### config.mk
export PLATFORM = sky130hd
export DESIGN_NAME = csc_clock_control
export DESIGN_NICKNAME = d
export VERILOG_FILES = /design/src/csc_pkg.sv /design/src/csc_clock_control.sv
export SDC_FILE = /design/constraint.sdc
export NUM_CORES = 1
export LEC_CHECK = 0
export ABC_AREA = 1
export ABC_CLOCK_PERIOD_IN_PS = 3400
export BUFFER_PORTS_ARGS = -buffer_cell sky130_fd_sc_hd__clkbuf_2
export CELL_PAD_IN_SITES_DETAIL_PLACEMENT = 1
export CELL_PAD_IN_SITES_GLOBAL_PLACEMENT = 2
export CORE_AREA = 2 2 112 114
export CTS_CLUSTER_DIAMETER = 30
export CTS_CLUSTER_SIZE = 16
export DETAILED_ROUTE_END_ITERATION = 8
export DIE_AREA = 0 0 114 116
export PLACE_DENSITY = 0.89
export SLEW_MARGIN = 20
export SYNTH_ARGS = -nofsm -noshare
export SYNTH_HDL_FRONTEND = slang
export SYNTH_SLANG_ARGS = --single-unit
### constraint.sdc
create_clock -name clk_i -period 3.4 [get_ports clk_i]
set_clock_uncertainty 0.15 [all_clocks]
set_input_delay 0.68 -clock clk_i [delete_from_list [all_inputs] [get_ports clk_i]]
set_output_delay 0.68 -clock clk_i [all_outputs]
set_load 0.005 [all_outputs]
### src/csc_pkg.sv
package csc_pkg;

    // Register byte addresses on the Wishbone slave
    localparam logic [3:0] CSC_ADDR_PMR    = 4'h0;
    localparam logic [3:0] CSC_ADDR_POWER_CONTROL_REG   = 4'h4;
    localparam logic [3:0] CSC_ADDR_RCON   = 4'h8;
    localparam logic [3:0] CSC_ADDR_STATUS = 4'hc;

    // Power management register fields
    localparam int CSC_PMR_CD_HI   = 7;
    localparam int CSC_PMR_CD_LO   = 6;
    localparam int CSC_PMR_SPEEDUP = 5;
    localparam int CSC_PMR_MULT_EN = 4;
    localparam int CSC_PMR_FACTOR  = 3;

    // Power control register fields
    localparam int CSC_POWER_CONTROL_REG_FAIL_FLAG = 5;
    localparam int CSC_POWER_CONTROL_REG_DETECT_EN = 4;

    // Ring control register fields
    localparam int CSC_RCON_READY = 3;
    localparam int CSC_RCON_RING  = 2;

    // Status register fields
    localparam int CSC_ST_PFAIL = 7;
    localparam int CSC_ST_HIGH  = 6;
    localparam int CSC_ST_LOW   = 5;

    typedef enum logic [1:0]
    {
        CSC_CD_MULT = 2'b00,
        CSC_CD_RSVD = 2'b01,
        CSC_CD_DIV4 = 2'b10,
        CSC_CD_SLOW = 2'b11
    } csc_cd_t;

    // Slow mode divides the oscillator by this before the fixed divide-by-4
    localparam int CSC_SLOW_DIV  = 256;
    localparam int CSC_STATE_DIV = 4;
    localparam logic [7:0] CSC_SLOW_MAX = 8'(CSC_SLOW_DIV - 1);

    // Fail threshold: a gap between oscillator edges longer than 1/40 kHz is a failure
    localparam int CSC_FAIL_HZ  = 40000;
    localparam int CSC_CLK_HZ   = 40000000;
    localparam int CSC_FAIL_CYC = (CSC_CLK_HZ + CSC_FAIL_HZ - 1) / CSC_FAIL_HZ;
    localparam logic [10:0] CSC_FAIL_CNT = 11'(CSC_FAIL_CYC);

    localparam logic [7:0] CSC_PMR_RST  = 8'h80;
    localparam logic [7:0] CSC_POWER_CONTROL_REG_RST = 8'h00;

    typedef struct packed
    {
        logic       irq_ack;
        logic [2:0] level_active;
        logic [3:0] serial_busy;
        logic       rx_start;
        logic       tx_load;
    } csc_cpu_t;

endpackage

### src/csc_clock_control.sv
`timescale 1ns/10ps
// What this block does
// - Ready low, multiplier select refused while stabilizing
// - Only hardware sets ready after stabilization
// - Hold processor reset while oscillator below 40kHz
// - Fail detect enabled by power control bit 4
// - Fail flag bit 5 set on any failure
// - Fail flag cleared by power-up or write zero
// - Stop does not disable fail detection
// - Slow mode divides oscillator by 256
// - Only software selects slow mode
// - Default four oscillator clocks per cycle
// - Speedup active only with enable bit set
// - Acknowledged interrupt in slow mode restores divide-by-4
// - Serial start bit or transmit load restores speed
// - Stay divide-by-4 until software reselects slow
// - Divide field writes ignored during serial activity
// - Status 7-5 show serviced priority levels
// - Status 0-3 show serial port activity
// - Locked-out interrupts never trigger speedup
// - Divide field encoding, divide-by-4 default
// - Divide changes must pass through divide-by-4
// - Enable changes only in divide-by-4, switching it off restarts stabilization
module csc_clock_control
#(
    parameter int STAB_CYCLES = 65536
)
(
    input  wire logic             clk_i,
    input  wire logic             rst_i,
    input  wire logic             ce_i,
    input  wire logic             por_i,
    input  wire logic             osc_i,
    input  wire csc_pkg::csc_cpu_t cpu_i,
    input  wire logic [3:0]       wb_adr_i,
    input  wire logic [31:0]      wb_dat_i,
    input  wire logic [3:0]       wb_sel_i,
    input  wire logic             wb_we_i,
    input  wire logic             wb_cyc_i,
    input  wire logic             wb_stb_i,
    output logic [31:0]           wb_dat_o,
    output logic                  wb_ack_o,
    output logic                  cpu_reset_o,
    output logic [1:0]            clk_sel_o,
    output logic                  mult_factor_sel_o,
    output logic                  mult_enable_o,
    output logic                  machine_tick_o
);
    import csc_pkg::*;

    ////////////////////////////////////////////////////////////////////////////
    // Register state
    logic [1:0]  clk_divide_sel_r;
    logic        auto_speedup_en_r;
    logic        mult_enable_r;
    logic        mult_factor_sel_r;
    logic        osc_fail_detect_en_r;
    logic        osc_fail_flag_r;
    logic        mult_clock_ready_r;
    logic [16:0] stab_cnt_r;
    // Oscillator monitor
    logic        osc_meta_r;
    logic        osc_sync_r;
    logic        osc_prev_r;
    logic [10:0] period_cnt_r;
    logic        osc_low_r;
    logic [7:0]  slow_cnt_r;
    logic [1:0]  state_cnt_r;
    // Decode and events
    logic        sys_tick;
    logic        wr_stb;
    logic        wr_pmr;
    logic        wr_power_control_reg;
    logic        serial_active;
    logic        speedup_event;
    logic [1:0]  cd_wr;
    logic        div4_sel;
    logic        mult_ok;

    localparam logic [16:0] STAB_MAX = 17'(STAB_CYCLES);

    // Divide-by-4 is the hub: every change of the divide field starts or ends there
    function automatic logic cd_move_ok(input logic [1:0] cur, input logic [1:0] nxt);
        cd_move_ok = (cur == nxt) || (cur == CSC_CD_DIV4) || (nxt == CSC_CD_DIV4);
    endfunction

    // A divide write lands only if the code is defined, the move is allowed and,
    // for the multiplier, its clock is enabled and settled
    function automatic logic cd_write_ok
    (
        input logic [1:0] cur,
        input logic [1:0] nxt,
        input logic       mult_ready
    );
        cd_write_ok = (nxt != CSC_CD_RSVD)
                    && cd_move_ok(cur, nxt)
                    && ((nxt != CSC_CD_MULT) || mult_ready);
    endfunction

    // Gating with ack makes each request write exactly once
    assign wr_stb        = wb_cyc_i && wb_stb_i && wb_we_i && !wb_ack_o && wb_sel_i[0];
    assign wr_pmr        = wr_stb && (wb_adr_i == CSC_ADDR_PMR);
    assign wr_power_control_reg       = wr_stb && (wb_adr_i == CSC_ADDR_POWER_CONTROL_REG);
    assign cd_wr         = wb_dat_i[CSC_PMR_CD_HI:CSC_PMR_CD_LO];
    assign serial_active = |cpu_i.serial_busy;
    assign div4_sel      = (clk_divide_sel_r == CSC_CD_DIV4);
    // Ready alone is not enough: a settled but disabled multiplier is refused too
    assign mult_ok       = mult_clock_ready_r && mult_enable_r;
    // The CPU only flags irq_ack for sources it will really take, so masked or
    // priority-locked sources never reach here
    assign speedup_event = auto_speedup_en_r && (clk_divide_sel_r == CSC_CD_SLOW)
                         && (cpu_i.irq_ack
                             || cpu_i.rx_start || cpu_i.tx_load);

    ////////////////////////////////////////////////////////////////////////////
    // Clock divide field
    // Reset and every switchback land in divide-by-4
    always_ff @(posedge clk_i)
    begin
        if (rst_i)
        begin
            clk_divide_sel_r <= CSC_CD_DIV4;
        end
        else if (ce_i)
        begin
            // A write racing a speedup event loses, so a switchback is never undone
            if (speedup_event)
            begin
                clk_divide_sel_r <= CSC_CD_DIV4;
            end
            else if (wr_pmr && !serial_active
                     && cd_write_ok(clk_divide_sel_r, cd_wr, mult_ok))
            begin
                clk_divide_sel_r <= cd_wr;
            end
        end
    end

    ////////////////////////////////////////////////////////////////////////////
    // Multiplier controls and speedup enable
    always_ff @(posedge clk_i)
    begin
        if (rst_i)
        begin
            auto_speedup_en_r <= CSC_PMR_RST[CSC_PMR_SPEEDUP];
            mult_enable_r     <= CSC_PMR_RST[CSC_PMR_MULT_EN];
            mult_factor_sel_r <= CSC_PMR_RST[CSC_PMR_FACTOR];
        end
        else if (ce_i && wr_pmr)
        begin
            auto_speedup_en_r <= wb_dat_i[CSC_PMR_SPEEDUP];
            // Factor may only move while the multiplier is off
            if (!mult_enable_r)
            begin
                mult_factor_sel_r <= wb_dat_i[CSC_PMR_FACTOR];
            end
            // Ring mode is never entered here, so divide-by-4 is the only gate
            if (div4_sel)
            begin
                mult_enable_r <= wb_dat_i[CSC_PMR_MULT_EN];
            end
        end
    end

    ////////////////////////////////////////////////////////////////////////////
    // Stabilization timeout, restarted when the multiplier is switched off
    // Ready then holds until the next switch-off; the count parks at its end
    always_ff @(posedge clk_i)
    begin
        if (rst_i)
        begin
            stab_cnt_r         <= '0;
            mult_clock_ready_r <= 1'b0;
        end
        else if (ce_i)
        begin
            if (wr_pmr && mult_enable_r && !wb_dat_i[CSC_PMR_MULT_EN]
                && div4_sel)
            begin
                stab_cnt_r         <= '0;
                mult_clock_ready_r <= 1'b0;
            end
            else if (stab_cnt_r >= STAB_MAX - 17'h1)
            begin
                mult_clock_ready_r <= 1'b1;
            end
            else
            begin
                stab_cnt_r <= stab_cnt_r + 17'h1;
            end
        end
    end

    ////////////////////////////////////////////////////////////////////////////
    // Oscillator-fail detection; the flag survives every reset but power-up
    // The monitor has no reset: it must keep watching through every core reset
    always_ff @(posedge clk_i)
    begin
        osc_meta_r <= osc_i;
        osc_sync_r <= osc_meta_r;
        osc_prev_r <= osc_sync_r;
        if (osc_sync_r != osc_prev_r)
        begin
            period_cnt_r <= '0;
            osc_low_r    <= 1'b0;
        end
        else if (period_cnt_r >= CSC_FAIL_CNT)
        begin
            osc_low_r <= 1'b1;
        end
        else
        begin
            period_cnt_r <= period_cnt_r + 11'h1;
        end
    end

    // Detection keeps running with ce_i low, as in stop, so a dead clock is seen
    always_ff @(posedge clk_i)
    begin
        if (por_i)
        begin
            osc_fail_flag_r      <= 1'b0;
            osc_fail_detect_en_r <= CSC_POWER_CONTROL_REG_RST[CSC_POWER_CONTROL_REG_DETECT_EN];
            cpu_reset_o          <= 1'b0;
        end
        else
        begin
            if (osc_low_r)
            begin
                osc_fail_flag_r <= 1'b1;
            end
            else if (ce_i && wr_power_control_reg && !wb_dat_i[CSC_POWER_CONTROL_REG_FAIL_FLAG])
            begin
                osc_fail_flag_r <= 1'b0;
            end
            if (ce_i && wr_power_control_reg)
            begin
                osc_fail_detect_en_r <= wb_dat_i[CSC_POWER_CONTROL_REG_DETECT_EN];
            end
            // Follows the live detector, so the reset lifts by itself once the clock is back
            cpu_reset_o <= osc_low_r && osc_fail_detect_en_r;
        end
    end

    ////////////////////////////////////////////////////////////////////////////
    // System clock enable and machine cycle tick
    // Slow mode stretches each system tick to 256 clocks; the four-state divider is shared
    always_ff @(posedge clk_i)
    begin
        if (rst_i)
        begin
            slow_cnt_r     <= '0;
            state_cnt_r    <= '0;
            machine_tick_o <= 1'b0;
        end
        else if (ce_i)
        begin
            if (clk_divide_sel_r == CSC_CD_SLOW)
            begin
                slow_cnt_r <= (slow_cnt_r == CSC_SLOW_MAX) ? 8'h00 : slow_cnt_r + 8'h01;
            end
            else
            begin
                slow_cnt_r <= '0;
            end
            if (sys_tick)
            begin
                state_cnt_r <= state_cnt_r + 2'h1;
            end
            machine_tick_o <= sys_tick && (state_cnt_r == 2'(CSC_STATE_DIV - 1));
        end
    end

    assign sys_tick = (clk_divide_sel_r != CSC_CD_SLOW) || (slow_cnt_r == CSC_SLOW_MAX);

    // Outputs are registered copies, one clock behind the state they show
    always_ff @(posedge clk_i)
    begin
        if (rst_i)
        begin
            clk_sel_o         <= CSC_CD_DIV4;
            mult_factor_sel_o <= CSC_PMR_RST[CSC_PMR_FACTOR];
            mult_enable_o     <= CSC_PMR_RST[CSC_PMR_MULT_EN];
        end
        else if (ce_i)
        begin
            clk_sel_o         <= clk_divide_sel_r;
            mult_factor_sel_o <= mult_factor_sel_r;
            mult_enable_o     <= mult_enable_r;
        end
    end

    ////////////////////////////////////////////////////////////////////////////
    // Wishbone classic slave: one wait state, unmapped reads return zero
    always_ff @(posedge clk_i)
    begin
        if (rst_i)
        begin
            wb_ack_o <= 1'b0;
            wb_dat_o <= '0;
        end
        else if (ce_i)
        begin
            wb_ack_o <= wb_cyc_i && wb_stb_i && !wb_ack_o;
            wb_dat_o <= '0;
            case (wb_adr_i)
                CSC_ADDR_PMR:
                begin
                    wb_dat_o[CSC_PMR_CD_HI:CSC_PMR_CD_LO] <= clk_divide_sel_r;
                    wb_dat_o[CSC_PMR_SPEEDUP]             <= auto_speedup_en_r;
                    wb_dat_o[CSC_PMR_MULT_EN]             <= mult_enable_r;
                    wb_dat_o[CSC_PMR_FACTOR]              <= mult_factor_sel_r;
                end
                CSC_ADDR_POWER_CONTROL_REG:
                begin
                    wb_dat_o[CSC_POWER_CONTROL_REG_FAIL_FLAG] <= osc_fail_flag_r;
                    wb_dat_o[CSC_POWER_CONTROL_REG_DETECT_EN] <= osc_fail_detect_en_r;
                end
                CSC_ADDR_RCON:
                begin
                    wb_dat_o[CSC_RCON_READY] <= mult_clock_ready_r;
                    // No ring oscillator here, so ring mode always reads clear
                    wb_dat_o[CSC_RCON_RING]  <= 1'b0;
                end
                CSC_ADDR_STATUS:
                begin
                    // Status comes live from the core; nothing here latches it
                    wb_dat_o[CSC_ST_PFAIL:CSC_ST_LOW] <= cpu_i.level_active;
                    wb_dat_o[3:0]                     <= cpu_i.serial_busy;
                end
                default:
                begin
                    wb_dat_o <= '0;
                end
            endcase
        end
    end

endmodule

==> metrics <==
Num CTS Buffers 9; Ys Warns 0; reg2reg path depth 10; Fin Hold WS 0.1788 ns; CP Capture Type register; top area cells in the synthesized netlist dfxtp_1, nand2_1, a21oi_1; Finished Core Util 34.29%; FMAX 387.8 MHz; core area 0.01191 mm^2; Yosys reg bits 65; hold buffer count at CTS 0; antenna cell count 0; startpoint types register; H-Tree Depth 3; DRC Markers 0; Routed Antenna Nets 0; post-CTS setup buffers 0; sequential area share after synthesis 36.93%; DRT Pass-1 Iters 4; Relative slew margins 53.33%; Final Hold Viols 0; max-cap viol count 0; WL final 9293 um; DR iter-0 viols 112; post-synth top area share 36.93%; status finished clean; Worst Path Arrival 2.65 ns; first-pass GRT wire length 16,010 um; Tot Pwr 1.916 mW; post-DP HPWL 6776 um; Crit path required time 3.47 ns; clk root buf clkbuf_16; Final Critical Period 2.578 ns; Die H 116 um; Layout Nets 604; CP Class register to register; Max IR drop VDD 0.0002456 V; I/O Pins 97; Cells after Synth 498; Final Max Tran Viols 0; full die area 0.01322 mm^2; commonest non-fill, non-tap cell in the layout nand2_1; Starting Density 29.58%; P per Cell Area 469.1 mW/mm^2; RSZ-0062 raised after global routing false; CTS sink count 65; period utilization 75.83%; design area 0.004084 mm^2; DIE WIDTH 114 um; routed vias/inst 4.754; initial antenna violation count 0; hold path endpoint osc_sync_r$_DFF_P_; Clk Latency, worst-skew pair 0.33 ns; Rows 40; CTS resizes 0; Max Fanout on Critical Path 16; routed vias 3,290; largest net degree at the start of global routing 24; Clock Pin Slew Worst Setup and Hold Paths 0.06 ns; maximum buffer depth of the clock tree 2; hold depth 0; Placed Area 0.003764 mm^2; Syn Std Cell Area 0.003523 mm^2; worst setup margin 0.8216 ns; placed insts 676; HP Start osc_meta_r$_DFF_P_; commonest non-fill, non-tap cells in the layout nand2_1, dfxtp_1, nor2_1; Worst-Margin Slew 0.6977 ns; critical register-to-register path endpoint stab_cnt_r[2]$_SDFFE_PP0P_; pre-CTS setup slack 0.6925 ns; post-route insts no fill 692; hold crit path type register to register; drt wl/cell 13.43 um; area delta synth->final 15.91%; setup slack, reg-to-reg 0.82 ns; total negative slack 0 ns; layout cells sized above 1 13.94%; reg2reg start stab_cnt_r[0]$_SDFFE_PP0P_; Pleak 1.732 nW; Synth cell types 43; dominant cell type by area after synthesis dfxtp_1; vias in the first global route 3,371; CTS tree yes; total gr overflow 0; Port Buffers 42; Placer Congestion 0.7970; Final setup violation count 0; Avg Cell Area, Syn 7.075 um^2; GR Util All Layers 15.08%
-- layer usage --
metal | share of wire, % | GRT usage (%)
met1 | 44 | 17.18
met2 | 52 | 28.37
met3 | 3.7 | 3.870
met4 | 0.63 | 3.252
met5 | 0 | 0
-- state kept, by name, indices dropped and copies added, names as in the netlist --
| name | flops |
|---|---|
| state_cnt_r | 2 |
| osc_low_r | 1 |
| cpu_reset_o | 1 |
| stab_cnt_r | 17 |
| wb_ack_o | 1 |
| osc_fail_detect_en_r | 1 |
| clk_sel_o | 2 |
| auto_speedup_en_r | 1 |
| machine_tick_o | 1 |
| mult_factor_sel_o | 1 |
| osc_meta_r | 1 |
| osc_fail_flag_r | 1 |
| osc_prev_r | 1 |
| slow_cnt_r | 8 |
| mult_enable_r | 1 |
| clk_divide_sel_r | 2 |
| mult_enable_o | 1 |
| period_cnt_r | 11 |
| mult_clock_ready_r | 1 |
| mult_factor_sel_r | 1 |
| wb_dat_o | 8 |
| osc_sync_r | 1 |
-- worst max-delay path, stage by stage, from the launching register on --
cell     delay [ns]
dfxtp_1        0.33
ha_1           0.29
nand4_1        0.18
nor4_1         0.09
ha_1           0.19
nor2_1         0.45
nand3_4        0.30
nand2_4        0.28
nand2_1        0.09
nand2_1        0.07
nor2_1         0.05
-- synthesized netlist by cell type --
master / n
nand3_4: 1
o211ai_1: 2
nand3_1: 43
nand2_4: 2
buf_4: 25
a31o_2: 1
nor2_1: 56
and3_1: 1
buf_2: 2
nand3b_1: 2
inv_1: 49
clkinv_1: 1
nor3_1: 8
dfxtp_1: 65
a21o_1: 1
buf_12: 1
a21oi_2: 2
nand4_1: 9
a21boi_0: 1
buf_6: 1
nand3_2: 2
a21oi_1: 45
a31oi_1: 1
nand4_4: 1
or3_1: 1
nand2_1: 115
xnor2_1: 7
nor3b_1: 1
conb_1: 1
a211oi_1: 1
o21a_1: 2
nor3_4: 2
ha_1: 6
or2_2: 2
clkbuf_1: 7
nand3b_4: 1
clkinv_4: 1
o21ai_0: 15
nor2_2: 1
nor4_1: 2
o21bai_1: 2
xor2_1: 8
and2_1: 1
-- area by class of cell --
| type | count | area [um^2] |
|---|---|---|
| clock inverters | 7 | 95.09 |
| clock buffers | 9 | 225.2 |
| well taps | 147 | 183.9 |
| multi-input cells | 369 | 1857 |
| repair buffers | 44 | 225.2 |
| fillers | 1541 | 7828 |
| flip-flops and latches | 65 | 1301 |
| inverters | 51 | 196.4 |
-- cells by family (layout without fill, tap and decap cells) --
logic type / Yosys count / count (layout) / synth area share, %
buffers and inverters: 87 / 111 / 12.82
other: 1 / 24 / 0.1064
and+or+nand+nor: 251 / 251 / 32.92
adders and majority gates: 6 / 6 / 2.131
AOI/OAI and AO/OA: 73 / 73 / 11.36
DFF: 65 / 65 / 36.93
xor gates and xnor gates: 15 / 15 / 3.729
-- worst max-delay path by stage --
stage	end	startpoint	slack, ns
2_1_floorplan	stab_cnt_r[0]$_SDFFE_PP0P_	wb_adr_i[0]	1.41
3_3_place_gp	osc_fail_flag_r$_SDFFE_PP0P_	ce_i	0.81
3_5_place_dp	osc_fail_flag_r$_SDFFE_PP0P_	ce_i	0.69
4_1_cts	stab_cnt_r[2]$_SDFFE_PP0P_	stab_cnt_r[0]$_SDFFE_PP0P_	0.82
5_1_grt	stab_cnt_r[7]$_SDFFE_PP0P_	stab_cnt_r[0]$_SDFFE_PP0P_	0.63
6_report	stab_cnt_r[2]$_SDFFE_PP0P_	stab_cnt_r[0]$_SDFFE_PP0P_	0.82
-- report_power, final --
group | internal [mW] | leakage, nW | total, mW | switching, mW
Clock | 0.640 | 0.144 | 0.994 | 0.354
Combinational | 0.0424 | 1.06 | 0.126 | 0.0832
Sequential | 0.781 | 0.528 | 0.797 | 0.0152
Total | 1.46 | 1.73 | 1.92 | 0.452
No activity file was read; power rests on OpenSTA's default activity.
